### src/rtl/eeac_pkg.sv
// Constants shared by the nonvolatile access controller and its array.
// Assumes a single 20 MHz core clock and an APB register port.
package eeac_pkg;

  // ----------------------------------------------------------------------
  // Register byte offsets
  // ----------------------------------------------------------------------
  localparam logic [7:0] EEAC_OFF_DATA_LOW  = 8'h00;
  localparam logic [7:0] EEAC_OFF_ADDR_LOW  = 8'h04;
  localparam logic [7:0] EEAC_OFF_DATA_HIGH = 8'h08;
  localparam logic [7:0] EEAC_OFF_ADDR_HIGH = 8'h0c;
  localparam logic [7:0] EEAC_OFF_CONTROL   = 8'h10;
  localparam logic [7:0] EEAC_OFF_KEY_PORT  = 8'h14;
  localparam logic [7:0] EEAC_OFF_STATUS    = 8'h18;

  // ----------------------------------------------------------------------
  // Field positions
  // ----------------------------------------------------------------------
  localparam int EEAC_BIT_RD_TRIG = 0;
  localparam int EEAC_BIT_WR_TRIG = 1;
  localparam int EEAC_BIT_UNLOCK  = 2;
  localparam int EEAC_BIT_ABORT   = 3;
  localparam int EEAC_BIT_PSEL    = 7;
  localparam int EEAC_BIT_DONE    = 0;
  localparam int EEAC_BIT_PWRT_OK = 1;
  localparam int EEAC_ADDR_HI_W   = 4;
  localparam int EEAC_DATA_HI_W   = 6;
  localparam int EEAC_PROG_W      = 14;
  localparam int EEAC_PADDR_W     = 12;

  // ----------------------------------------------------------------------
  // Reset values and keys
  // ----------------------------------------------------------------------
  localparam logic [7:0] EEAC_RST_BYTE   = 8'h00;
  localparam logic [7:0] EEAC_ERASED     = 8'hff;
  localparam logic [7:0] EEAC_KEY_FIRST  = 8'h55;
  localparam logic [7:0] EEAC_KEY_SECOND = 8'haa;

  // ----------------------------------------------------------------------
  // Timing
  // ----------------------------------------------------------------------
  localparam int EEAC_CLK_KHZ     = 20000;
  localparam int EEAC_PWRT_MS     = 64;
  localparam int EEAC_PWRT_CYC    = EEAC_PWRT_MS * EEAC_CLK_KHZ;
  localparam int EEAC_WR_TIME_US  = 5000;
  localparam int EEAC_WR_CYC      = EEAC_WR_TIME_US * EEAC_CLK_KHZ / 1000;
  localparam int EEAC_CNT_W       = 21;

  typedef enum logic [1:0] {
    EEAC_KEY_IDLE,
    EEAC_KEY_GOT_FIRST,
    EEAC_KEY_ARMED
  } eeac_key_t;

  typedef enum logic [1:0] {
    EEAC_WR_IDLE,
    EEAC_WR_ERASE,
    EEAC_WR_PROGRAM
  } eeac_wr_t;

endpackage : eeac_pkg

### src/rtl/eeac_array.sv
// Data EEPROM array with its own write timer.
// Assumes the controller starts one write at a time and aborts on reset.
`timescale 1ns/1ns
module eeac_array
  import eeac_pkg::*;
#(
  parameter int WR_CYC = EEAC_WR_CYC
) (
  // Clock and reset
  input wire logic sys_clk_i,
  input wire logic rst_n_i,
  // Write request
  input wire logic start_i,
  input wire logic abort_i,
  input wire logic [7:0] wr_addr_i,
  input wire logic [7:0] wr_data_i,
  // Read port
  input wire logic [7:0] rd_addr_i,
  output logic [7:0] rd_data_o,
  // Status
  output logic busy_o,
  output logic done_o
);

  eeac_wr_t state_q;
  logic [EEAC_CNT_W-1:0] cnt_q;
  logic [7:0] addr_q;
  logic [7:0] data_q;
  logic [7:0] mem_q [256];
  logic half_w;
  logic end_w;

  localparam logic [EEAC_CNT_W-1:0] HALF = EEAC_CNT_W'(WR_CYC / 2);
  localparam logic [EEAC_CNT_W-1:0] LAST = EEAC_CNT_W'(WR_CYC - 1);

  assign rd_data_o = mem_q[rd_addr_i];
  assign busy_o = (state_q != EEAC_WR_IDLE);
  assign half_w = (cnt_q == HALF);
  assign end_w = (cnt_q == LAST);

  // --------------------------------------------------------------------
  // Write timer: erase first half, program at the end
  // --------------------------------------------------------------------
  // Address and data are latched at start so software may reload the
  // registers while the cell is still being written.
  always_ff @(posedge sys_clk_i or negedge rst_n_i) begin
    if (!rst_n_i) begin
      state_q <= EEAC_WR_IDLE;
      cnt_q <= '0;
      addr_q <= EEAC_RST_BYTE;
      data_q <= EEAC_RST_BYTE;
      done_o <= 1'b0;
    end else begin
      done_o <= 1'b0;
      if (abort_i) begin
        state_q <= EEAC_WR_IDLE;
        cnt_q <= '0;
      end else begin
        unique case (state_q)
          EEAC_WR_IDLE: begin
            if (start_i) begin
              state_q <= EEAC_WR_ERASE;
              cnt_q <= '0;
              addr_q <= wr_addr_i;
              data_q <= wr_data_i;
            end
          end
          EEAC_WR_ERASE: begin
            cnt_q <= cnt_q + 1'b1;
            if (half_w) begin
              state_q <= EEAC_WR_PROGRAM;
            end
          end
          EEAC_WR_PROGRAM: begin
            cnt_q <= cnt_q + 1'b1;
            if (end_w) begin
              state_q <= EEAC_WR_IDLE;
              done_o <= 1'b1;
            end
          end
        endcase
      end
    end
  end

  // --------------------------------------------------------------------
  // Cell storage
  // --------------------------------------------------------------------
  // Contents survive resets, as a nonvolatile array should.
  always_ff @(posedge sys_clk_i) begin
    if (!abort_i && state_q == EEAC_WR_ERASE && cnt_q == '0) begin
      mem_q[addr_q] <= EEAC_ERASED;
    end else if (!abort_i && state_q == EEAC_WR_PROGRAM && end_w) begin
      mem_q[addr_q] <= data_q;
    end
  end

endmodule : eeac_array

### src/rtl/eeac_top.sv
// Nonvolatile access controller: APB registers over data EEPROM and
// program flash. Assumes reset pins arrive asynchronously and the flash
// read port sits on the core clock.
// Function
// - program_select picks data (0) or program (1) memory; reset clears it.
// - Program memory is read only; write_trigger is ignored when selected.
// - Triggers are set-only by software and cleared by hardware at finish.
// - Data writes need write_unlock set; it is 0 after power-up.
// - write_abort_flag set when reset cuts a write short; 0 on completion.
// - write_done_flag set at write completion, cleared only by software.
// - unlock_key_port has no storage and always reads zero.
// - Data read: addressed byte lands in nv_data_low the next cycle.
// - nv_data_low holds until another read, a software write or a reset.
// - Write starts only after 55h, AAh, then write_trigger, back to back.
// - write_trigger cannot be set while write_unlock is 0.
// - Clearing write_unlock does not stop a started write.
// - Hardware never clears write_unlock; only software or power-up.
// - Program address 4+8 bits; 6 high data bits; unused bits read 0.
// - Each byte write erases the cell before programming it.
// - Write duration is timed internally.
// - Program read fetches in second cycle, data in both registers next.
// - Writes blocked while the 64 ms power-up timer runs.
`timescale 1ns/1ns
module eeac_top
  import eeac_pkg::*;
#(
  parameter int PWRT_CYC = EEAC_PWRT_CYC,
  parameter int WR_CYC = EEAC_WR_CYC
) (
  // Clock and power-on reset
  input wire logic sys_clk_i,
  input wire logic rst_n_i,
  // Other reset sources, asynchronous
  input wire logic ext_reset_i,
  input wire logic wdt_reset_i,
  input wire logic bor_reset_i,
  // APB slave
  input wire logic psel_i,
  input wire logic penable_i,
  input wire logic pwrite_i,
  input wire logic [7:0] paddr_i,
  input wire logic [31:0] pwdata_i,
  output logic [31:0] prdata_o,
  output logic pready_o,
  output logic pslverr_o,
  // Program flash read port
  output logic [EEAC_PADDR_W-1:0] prog_addr_o,
  output logic prog_rd_o,
  input wire logic [EEAC_PROG_W-1:0] prog_data_i,
  // Completion level for the interrupt controller
  output logic write_done_flag_o
);

  // --------------------------------------------------------------------
  // Decode helpers
  // --------------------------------------------------------------------
  function automatic logic known_off(input logic [7:0] a);
    known_off = (a == EEAC_OFF_DATA_LOW) || (a == EEAC_OFF_ADDR_LOW) ||
                (a == EEAC_OFF_DATA_HIGH) || (a == EEAC_OFF_ADDR_HIGH) ||
                (a == EEAC_OFF_CONTROL) || (a == EEAC_OFF_KEY_PORT) ||
                (a == EEAC_OFF_STATUS);
  endfunction : known_off

  // --------------------------------------------------------------------
  // Reset source synchronisers
  // --------------------------------------------------------------------
  logic [2:0] rsrc_meta_q;
  logic [2:0] rsrc_sync_q;
  logic soft_rst_w;

  always_ff @(posedge sys_clk_i or negedge rst_n_i) begin
    if (!rst_n_i) begin
      rsrc_meta_q <= 3'h0;
      rsrc_sync_q <= 3'h0;
    end else begin
      rsrc_meta_q <= {bor_reset_i, wdt_reset_i, ext_reset_i};
      rsrc_sync_q <= rsrc_meta_q;
    end
  end

  assign soft_rst_w = |rsrc_sync_q;

  // --------------------------------------------------------------------
  // APB access decode
  // --------------------------------------------------------------------
  logic access_w;
  logic wr_w;
  logic setup_w;
  logic [7:0] wbyte_w;
  logic wr_dlo_w;
  logic wr_alo_w;
  logic wr_dhi_w;
  logic wr_ahi_w;
  logic wr_ctl_w;
  logic wr_key_w;
  logic wr_sts_w;

  assign access_w = psel_i && penable_i && pready_o;
  assign wr_w = access_w && pwrite_i;
  assign setup_w = psel_i && !penable_i;
  assign wbyte_w = pwdata_i[7:0];
  assign wr_dlo_w = wr_w && (paddr_i == EEAC_OFF_DATA_LOW);
  assign wr_alo_w = wr_w && (paddr_i == EEAC_OFF_ADDR_LOW);
  assign wr_dhi_w = wr_w && (paddr_i == EEAC_OFF_DATA_HIGH);
  assign wr_ahi_w = wr_w && (paddr_i == EEAC_OFF_ADDR_HIGH);
  assign wr_ctl_w = wr_w && (paddr_i == EEAC_OFF_CONTROL);
  assign wr_key_w = wr_w && (paddr_i == EEAC_OFF_KEY_PORT);
  assign wr_sts_w = wr_w && (paddr_i == EEAC_OFF_STATUS);

  // --------------------------------------------------------------------
  // Register state
  // --------------------------------------------------------------------
  logic [7:0] data_lo_q;
  logic [7:0] addr_lo_q;
  logic [EEAC_DATA_HI_W-1:0] data_hi_q;
  logic [EEAC_ADDR_HI_W-1:0] addr_hi_q;
  logic psel_q;
  logic abort_q;
  logic unlock_q;
  logic wr_trig_q;
  logic rd_trig_q;
  logic [1:0] rd_cnt_q;
  logic done_q;
  logic pwrt_ok_q;
  logic [EEAC_CNT_W-1:0] pwrt_cnt_q;
  eeac_key_t key_q;

  logic [7:0] arr_rd_w;
  logic arr_busy_w;
  logic arr_done_w;
  logic start_w;
  logic rd_req_w;
  logic prog_rd_req_w;
  logic data_rd_done_w;
  logic prog_rd_done_w;
  logic [7:0] ctl_rd_w;
  logic [7:0] sts_rd_w;
  logic [7:0] rd_byte_w;

  // A write is only honoured straight after the second key, with the
  // array idle, unlock already set, data memory selected and the
  // power-up timer expired.
  assign start_w = wr_ctl_w && wbyte_w[EEAC_BIT_WR_TRIG] &&
                   !wbyte_w[EEAC_BIT_PSEL] &&
                   unlock_q &&
                   (key_q == EEAC_KEY_ARMED) &&
                   pwrt_ok_q &&
                   !wr_trig_q && !rd_trig_q && !soft_rst_w;
  assign rd_req_w = wr_ctl_w && wbyte_w[EEAC_BIT_RD_TRIG] &&
                    !rd_trig_q && !wr_trig_q && !start_w && !soft_rst_w;
  assign prog_rd_req_w = psel_q;
  assign data_rd_done_w = rd_trig_q && !psel_q;
  assign prog_rd_done_w = rd_trig_q && psel_q && (rd_cnt_q == 2'h2);

  // --------------------------------------------------------------------
  // Unlock key sequencer
  // --------------------------------------------------------------------
  // Any other completed access in between breaks the sequence.
  always_ff @(posedge sys_clk_i or negedge rst_n_i) begin
    if (!rst_n_i) begin
      key_q <= EEAC_KEY_IDLE;
    end else if (soft_rst_w) begin
      key_q <= EEAC_KEY_IDLE;
    end else if (access_w) begin
      if (wr_key_w && wbyte_w == EEAC_KEY_FIRST) begin
        key_q <= EEAC_KEY_GOT_FIRST;
      end else if (wr_key_w && wbyte_w == EEAC_KEY_SECOND &&
                   key_q == EEAC_KEY_GOT_FIRST) begin
        key_q <= EEAC_KEY_ARMED;
      end else begin
        key_q <= EEAC_KEY_IDLE;
      end
    end
  end

  // --------------------------------------------------------------------
  // Power-up timer
  // --------------------------------------------------------------------
  always_ff @(posedge sys_clk_i or negedge rst_n_i) begin
    if (!rst_n_i) begin
      pwrt_cnt_q <= '0;
      pwrt_ok_q <= 1'b0;
    end else if (!pwrt_ok_q) begin
      pwrt_cnt_q <= pwrt_cnt_q + 1'b1;
      pwrt_ok_q <= (pwrt_cnt_q == EEAC_CNT_W'(PWRT_CYC - 1));
    end
  end

  // --------------------------------------------------------------------
  // Control bits
  // --------------------------------------------------------------------
  always_ff @(posedge sys_clk_i or negedge rst_n_i) begin
    if (!rst_n_i) begin
      psel_q <= 1'b0;
      unlock_q <= 1'b0;
      abort_q <= 1'b0;
      wr_trig_q <= 1'b0;
      rd_trig_q <= 1'b0;
      rd_cnt_q <= 2'h0;
    end else if (soft_rst_w) begin
      // Unlock survives these resets; only power-up clears it.
      psel_q <= 1'b0;
      wr_trig_q <= 1'b0;
      rd_trig_q <= 1'b0;
      rd_cnt_q <= 2'h0;
      if (arr_busy_w) begin
        abort_q <= 1'b1;
      end
    end else begin
      if (wr_ctl_w) begin
        psel_q <= wbyte_w[EEAC_BIT_PSEL];
        unlock_q <= wbyte_w[EEAC_BIT_UNLOCK];
      end
      if (arr_done_w) begin
        abort_q <= 1'b0;
      end else if (wr_ctl_w) begin
        abort_q <= wbyte_w[EEAC_BIT_ABORT];
      end
      if (start_w) begin
        wr_trig_q <= 1'b1;
      end else if (arr_done_w) begin
        wr_trig_q <= 1'b0;
      end
      if (rd_req_w) begin
        rd_trig_q <= 1'b1;
        rd_cnt_q <= 2'h0;
      end else if (data_rd_done_w || prog_rd_done_w) begin
        rd_trig_q <= 1'b0;
      end else if (rd_trig_q) begin
        rd_cnt_q <= rd_cnt_q + 2'h1;
      end
    end
  end

  // --------------------------------------------------------------------
  // Address and data registers
  // --------------------------------------------------------------------
  always_ff @(posedge sys_clk_i or negedge rst_n_i) begin
    if (!rst_n_i) begin
      data_lo_q <= EEAC_RST_BYTE;
      addr_lo_q <= EEAC_RST_BYTE;
      data_hi_q <= '0;
      addr_hi_q <= '0;
    end else if (soft_rst_w) begin
      data_lo_q <= EEAC_RST_BYTE;
      addr_lo_q <= EEAC_RST_BYTE;
      data_hi_q <= '0;
      addr_hi_q <= '0;
    end else begin
      if (data_rd_done_w) begin
        data_lo_q <= arr_rd_w;
      end else if (prog_rd_done_w) begin
        data_lo_q <= prog_data_i[7:0];
      end else if (wr_dlo_w) begin
        data_lo_q <= wbyte_w;
      end
      if (prog_rd_done_w) begin
        data_hi_q <= prog_data_i[EEAC_PROG_W-1:8];
      end else if (wr_dhi_w) begin
        data_hi_q <= wbyte_w[EEAC_DATA_HI_W-1:0];
      end
      if (wr_alo_w) begin
        addr_lo_q <= wbyte_w;
      end
      if (wr_ahi_w) begin
        addr_hi_q <= wbyte_w[EEAC_ADDR_HI_W-1:0];
      end
    end
  end

  // --------------------------------------------------------------------
  // Completion flag
  // --------------------------------------------------------------------
  // The hardware set wins over a same-cycle write-one-to-clear.
  always_ff @(posedge sys_clk_i or negedge rst_n_i) begin
    if (!rst_n_i) begin
      done_q <= 1'b0;
    end else if (arr_done_w) begin
      done_q <= 1'b1;
    end else if (wr_sts_w && wbyte_w[EEAC_BIT_DONE]) begin
      done_q <= 1'b0;
    end
  end

  // --------------------------------------------------------------------
  // Program flash port
  // --------------------------------------------------------------------
  always_ff @(posedge sys_clk_i or negedge rst_n_i) begin
    if (!rst_n_i) begin
      prog_addr_o <= '0;
      prog_rd_o <= 1'b0;
    end else begin
      prog_addr_o <= {addr_hi_q, addr_lo_q};
      prog_rd_o <= rd_trig_q && prog_rd_req_w && (rd_cnt_q == 2'h0) &&
                   !soft_rst_w;
    end
  end

  // --------------------------------------------------------------------
  // Read mux and APB answer
  // --------------------------------------------------------------------
  assign ctl_rd_w = {psel_q, 3'h0, abort_q, unlock_q, wr_trig_q, rd_trig_q};
  assign sts_rd_w = {6'h0, pwrt_ok_q, done_q};
  assign rd_byte_w =
    (paddr_i == EEAC_OFF_DATA_LOW)  ? data_lo_q :
    (paddr_i == EEAC_OFF_ADDR_LOW)  ? addr_lo_q :
    (paddr_i == EEAC_OFF_DATA_HIGH) ? {2'h0, data_hi_q} :
    (paddr_i == EEAC_OFF_ADDR_HIGH) ? {4'h0, addr_hi_q} :
    (paddr_i == EEAC_OFF_CONTROL)   ? ctl_rd_w :
    (paddr_i == EEAC_OFF_STATUS)    ? sts_rd_w :
    8'h00;

  // Data is sampled in the setup cycle so every output stays a flop; the
  // access phase therefore always lasts exactly one cycle.
  always_ff @(posedge sys_clk_i or negedge rst_n_i) begin
    if (!rst_n_i) begin
      prdata_o <= 32'h0;
      pready_o <= 1'b0;
      pslverr_o <= 1'b0;
    end else begin
      pready_o <= setup_w;
      pslverr_o <= setup_w && !known_off(paddr_i);
      if (setup_w) begin
        prdata_o <= {24'h0, rd_byte_w};
      end
    end
  end

  // The completion level follows the flag's next value so it stays a flop.

  always_ff @(posedge sys_clk_i or negedge rst_n_i) begin
    if (!rst_n_i) begin
      write_done_flag_o <= 1'b0;
    end else begin
      write_done_flag_o <= arr_done_w || (done_q &&
                           !(wr_sts_w && wbyte_w[EEAC_BIT_DONE]));
    end
  end

  // --------------------------------------------------------------------
  // Data EEPROM array
  // --------------------------------------------------------------------
  eeac_array #(
    .WR_CYC(WR_CYC)
  ) u_array (
    .sys_clk_i(sys_clk_i),
    .rst_n_i(rst_n_i),
    .start_i(start_w),
    .abort_i(soft_rst_w),
    .wr_addr_i(addr_lo_q),
    .wr_data_i(data_lo_q),
    .rd_addr_i(addr_lo_q),
    .rd_data_o(arr_rd_w),
    .busy_o(arr_busy_w),
    .done_o(arr_done_w)
  );

endmodule : eeac_top

### config.mk
export PLATFORM = sky130hd
export DESIGN_NAME = eeac_top
export DESIGN_NICKNAME = d
export VERILOG_FILES = /design/src/rtl/eeac_pkg.sv /design/src/rtl/eeac_array.sv /design/src/rtl/eeac_top.sv
export SDC_FILE = /design/constraint.sdc
export NUM_CORES = 2
export LEC_CHECK = 0
export ABC_CLOCK_PERIOD_IN_PS = 6950
export BUFFER_PORTS_ARGS = -buffer_cell sky130_fd_sc_hd__buf_4
export CORE_MARGIN = 2
export CORE_UTILIZATION = 40
export DETAILED_ROUTE_END_ITERATION = 10
export PLACE_DENSITY = 0.59
export REMOVE_ABC_BUFFERS = 1
export SETUP_SLACK_MARGIN = 0.3
export SYNTH_ARGS = -nofsm -noshare
export SYNTH_HDL_FRONTEND = slang
export SYNTH_HIERARCHICAL = 1
export SYNTH_SLANG_ARGS = --single-unit
### constraint.sdc
create_clock -name sys_clk_i -period 6.95 [get_ports sys_clk_i]
set_clock_uncertainty 0.15 [all_clocks]
set_input_delay 1.39 -clock sys_clk_i [delete_from_list [all_inputs] [get_ports sys_clk_i]]
set_output_delay 1.39 -clock sys_clk_i [all_outputs]
set_load 0.005 [all_outputs]
==> results.cfg <==
[run_status]
outcome = finished with violations
violations = slew limit

[synthesis]
yosysWarnings = 6
yosys.area.top_type_share_pct = 71.9
post_synth_xor_area_fraction_pct = 0.328
synth_area_sq_um = 85500
synthSimpleGateAreaFrac_pct = 4.06
syn-mean-instance-area_sq_um = 19.5
synth.most_common_cell = edfxtp_1
syn-instance-count = 4391
ys_seq_elements = 2176
synth.mux.area_fraction_pct = 13.9
synth_cell_types = 79
yosys-top-cells-area = edfxtp_1 72%, mux4_2 11%, dfrtp_1 3.7%
synth_edf_count = 2048
yosysTopAreaCell = edfxtp_1
ys_seq_area_share_pct = 75.6
async_flop_share_pct = 5.88
synth_adder_area_share_pct = 0.117
synth_compound_area_share_pct = 4.12
synth_commonest_cells = 2,048 x edfxtp_1, 436 x mux4_2, 327 x nor2_1
synth_top_family_by_area = multiplexers
synth_flop_cell = edfxtp_1

[critical_path]
critical_path_class = reg -> reg
path_delay_family = simple AND/OR/NAND/NOR gates
path_cells = buf_12 -> mux4_2 -> a22oi_1 -> a21oi_1 -> nor4_1 -> nor3_1 -> o21ai_0 -> a31oi_1 -> mux2_2
slowest_stage = nor4_1
cp.required_ps = 7540
cp_num_buf_inv = 1
cp-end-kind = register
max_stage_delay_ps = 1180
worst-path-max-fanout = 73
startpoint_type = register
cp.arrival_ps = 5590

[grt]
met3_usage_pct = 3.08
track_usage_pct = 19.1
grt_pass1_wl_mm = 303
grt_antenna_before_repair = 9
top_usage_layer = met2
use_met1_pct = 27.4
grt_max_degree = 209
first_global_vias = 42900
use_met2_pct = 30.2
grt-ovfl-total = 0

[cts]
cts_tree = built
post_cts_resized = 0
postCtsSetupBuffers = 0
hold_buffers = 0
htree_levels = 4
path_clk_slew_ps = 60
clk_latency_ps = 860
clkSinkCount = 2176
cts_buffer_depth = 3
cts_root_buf = clkbuf_16
numCtsBuffers = 215

[pwr]
leakage_uw = 0.0346
ir_drop_mv = 0.203
power_uw = 25300
power.density_nw_per_um2 = 264

[drt]
routed_wl_mm = 210
first_iter_violations = 4647
final_antenna_net_count = 0
vias = 43300
dr.pass1.iters = 6
wl_per_cell_um = 28.0
via_per_inst = 5.76
remaining_drc_errors = 0

[final_layout]
finalNonFillerCells = 7511
nFillCells = 18000
multi_input_area_sq_um = 19500
drive_gt1_share_pct = 20.5
areaGrowthSynthToFinish_pct = 12.2
nets = 4576
utilization_pct = 45.2
final-seq-area_sq_um = 64700

[placement]
port-buffer-count = 61
dp_hpwl_mm = 124
gp_congestion = 0.878
dp.cells = 7110

[run]
drv_cap = 0

[sta]
hold_viol = 0
max_clock_freq_mhz = 200
setup_viol = 0
drv_slew = 15
rsz0062_at_grt = no
hold_slack_ps = 197
post-route-period-util_pct = 71.9
tns_ps = 0
fin_crit_ps = 4990
worst_pin_slew_ps = 1510
timing.slew.headroom_pct = -0.480

[floorplan]
start_util_pct = 40.3
io_pins = 110
dieWidth_um = 466
dieArea_sq_um = 218000
die_height_um = 466
fp-row-count = 169
core_sq_um = 212000

[worst_hold_path]
hp-class = reg -> reg
[path summary, 6_finish.rpt]
path	startpoint	endpoint	slack, ps	depth (start not counted)
setup / recovery	addr_lo_q[0]	data_lo_q[2]	1960	9
hold / removal	rsrc_meta_q[1]	rsrc_sync_q[1]	200	0
setup reg to reg	addr_lo_q[0]	data_lo_q[2]	1960	9
hold reg to reg	rsrc_meta_q[1]	rsrc_sync_q[1]	200	0
max in group asynchronous	rst_n_i	addr_lo_q[5]	5030	2
min in group asynchronous	rst_n_i	prog_addr_o[4]	450	1
[worst reg2reg max path, stage by stage (launching register included)]
cell	delay, ps
dfrtp_4	800
buf_12	510
mux4_2	810
a22oi_1	330
a21oi_1	180
nor4_1	1180
nor3_1	310
o21ai_0	260
a31oi_1	60
mux2_2	290
[cell type report]
cell class                      instances  area share (%)
Antenna cell                            1         0.00261
Clock buffer                          285            5.98
Clock inverter                        115            1.05
Inverter                               17          0.0665
Multi-Input combinational cell       1940            20.3
Sequential cell                      2176            67.4
Tap cell                             2821            3.68
Timing Repair Buffer                  156            1.50
[layout by cell type (no fill, tap or decap), types with 62 or more instances in the layout]
cell type,count
clkbuf_1,62
mux4_2,436
clkbuf_16,216
buf_4,134
edfxtp_1,2048
a22oi_1,154
nand2_1,105
mux2i_1,171
dfrtp_1,122
a21oi_1,115
nor2_1,323
[logic make-up after synthesis]
family | count (synthesis)
XOR/XNOR | 32
other | 1
AND/OR/NAND/NOR | 719
multiplexers | 640
adder cells (fa/ha/maj) | 8
AO/OA/AOI/OAI | 517
buffers and inverters | 298
flip-flops | 2176
[power by group]
| part | leakage (uW) | internal, uW | switching (uW) |
|---|---|---|---|
| combinational | 0.00534 | 32.5 | 62.9 |
| clock | 0.00328 | 6190 | 4920 |
| sequential | 0.0260 | 14100 | 4.32 |
[registers in the layout, summed over array words and instances, names as in the netlist, 2 cells and up]
name and count:
addr_hi_q 4, addr_lo_q 8, data_hi_q 6, data_lo_q 8
key_q 2, prdata_o 8, prog_addr_o 12, pwrt_cnt_q 21
rd_cnt_q 2, rsrc_meta_q 3, rsrc_sync_q 3, u_array/addr_q 8
u_array/cnt_q 21, u_array/data_q 8, u_array/mem_q 2048, u_array/state_q 2
[layer usage]
layer  wire length (um)  vias up
met5                 14        -
met4               5410        2
met3              14300      292
met2             100000     1651
met1              90200    23100
li1                   -    18200
[through the flow]
| stage | worst slack (ps) | instance area, sq um |
|---|---|---|
| finish | 1960 | 96000 |
| global route | 1810 | 96000 |
| CTS | 1900 | 96000 |
| detailed placement | 1760 | 89200 |
| global placement | 1710 | 89200 |
| floorplan | -16780 | 84100 |
(Power assumes the default switching activity.)
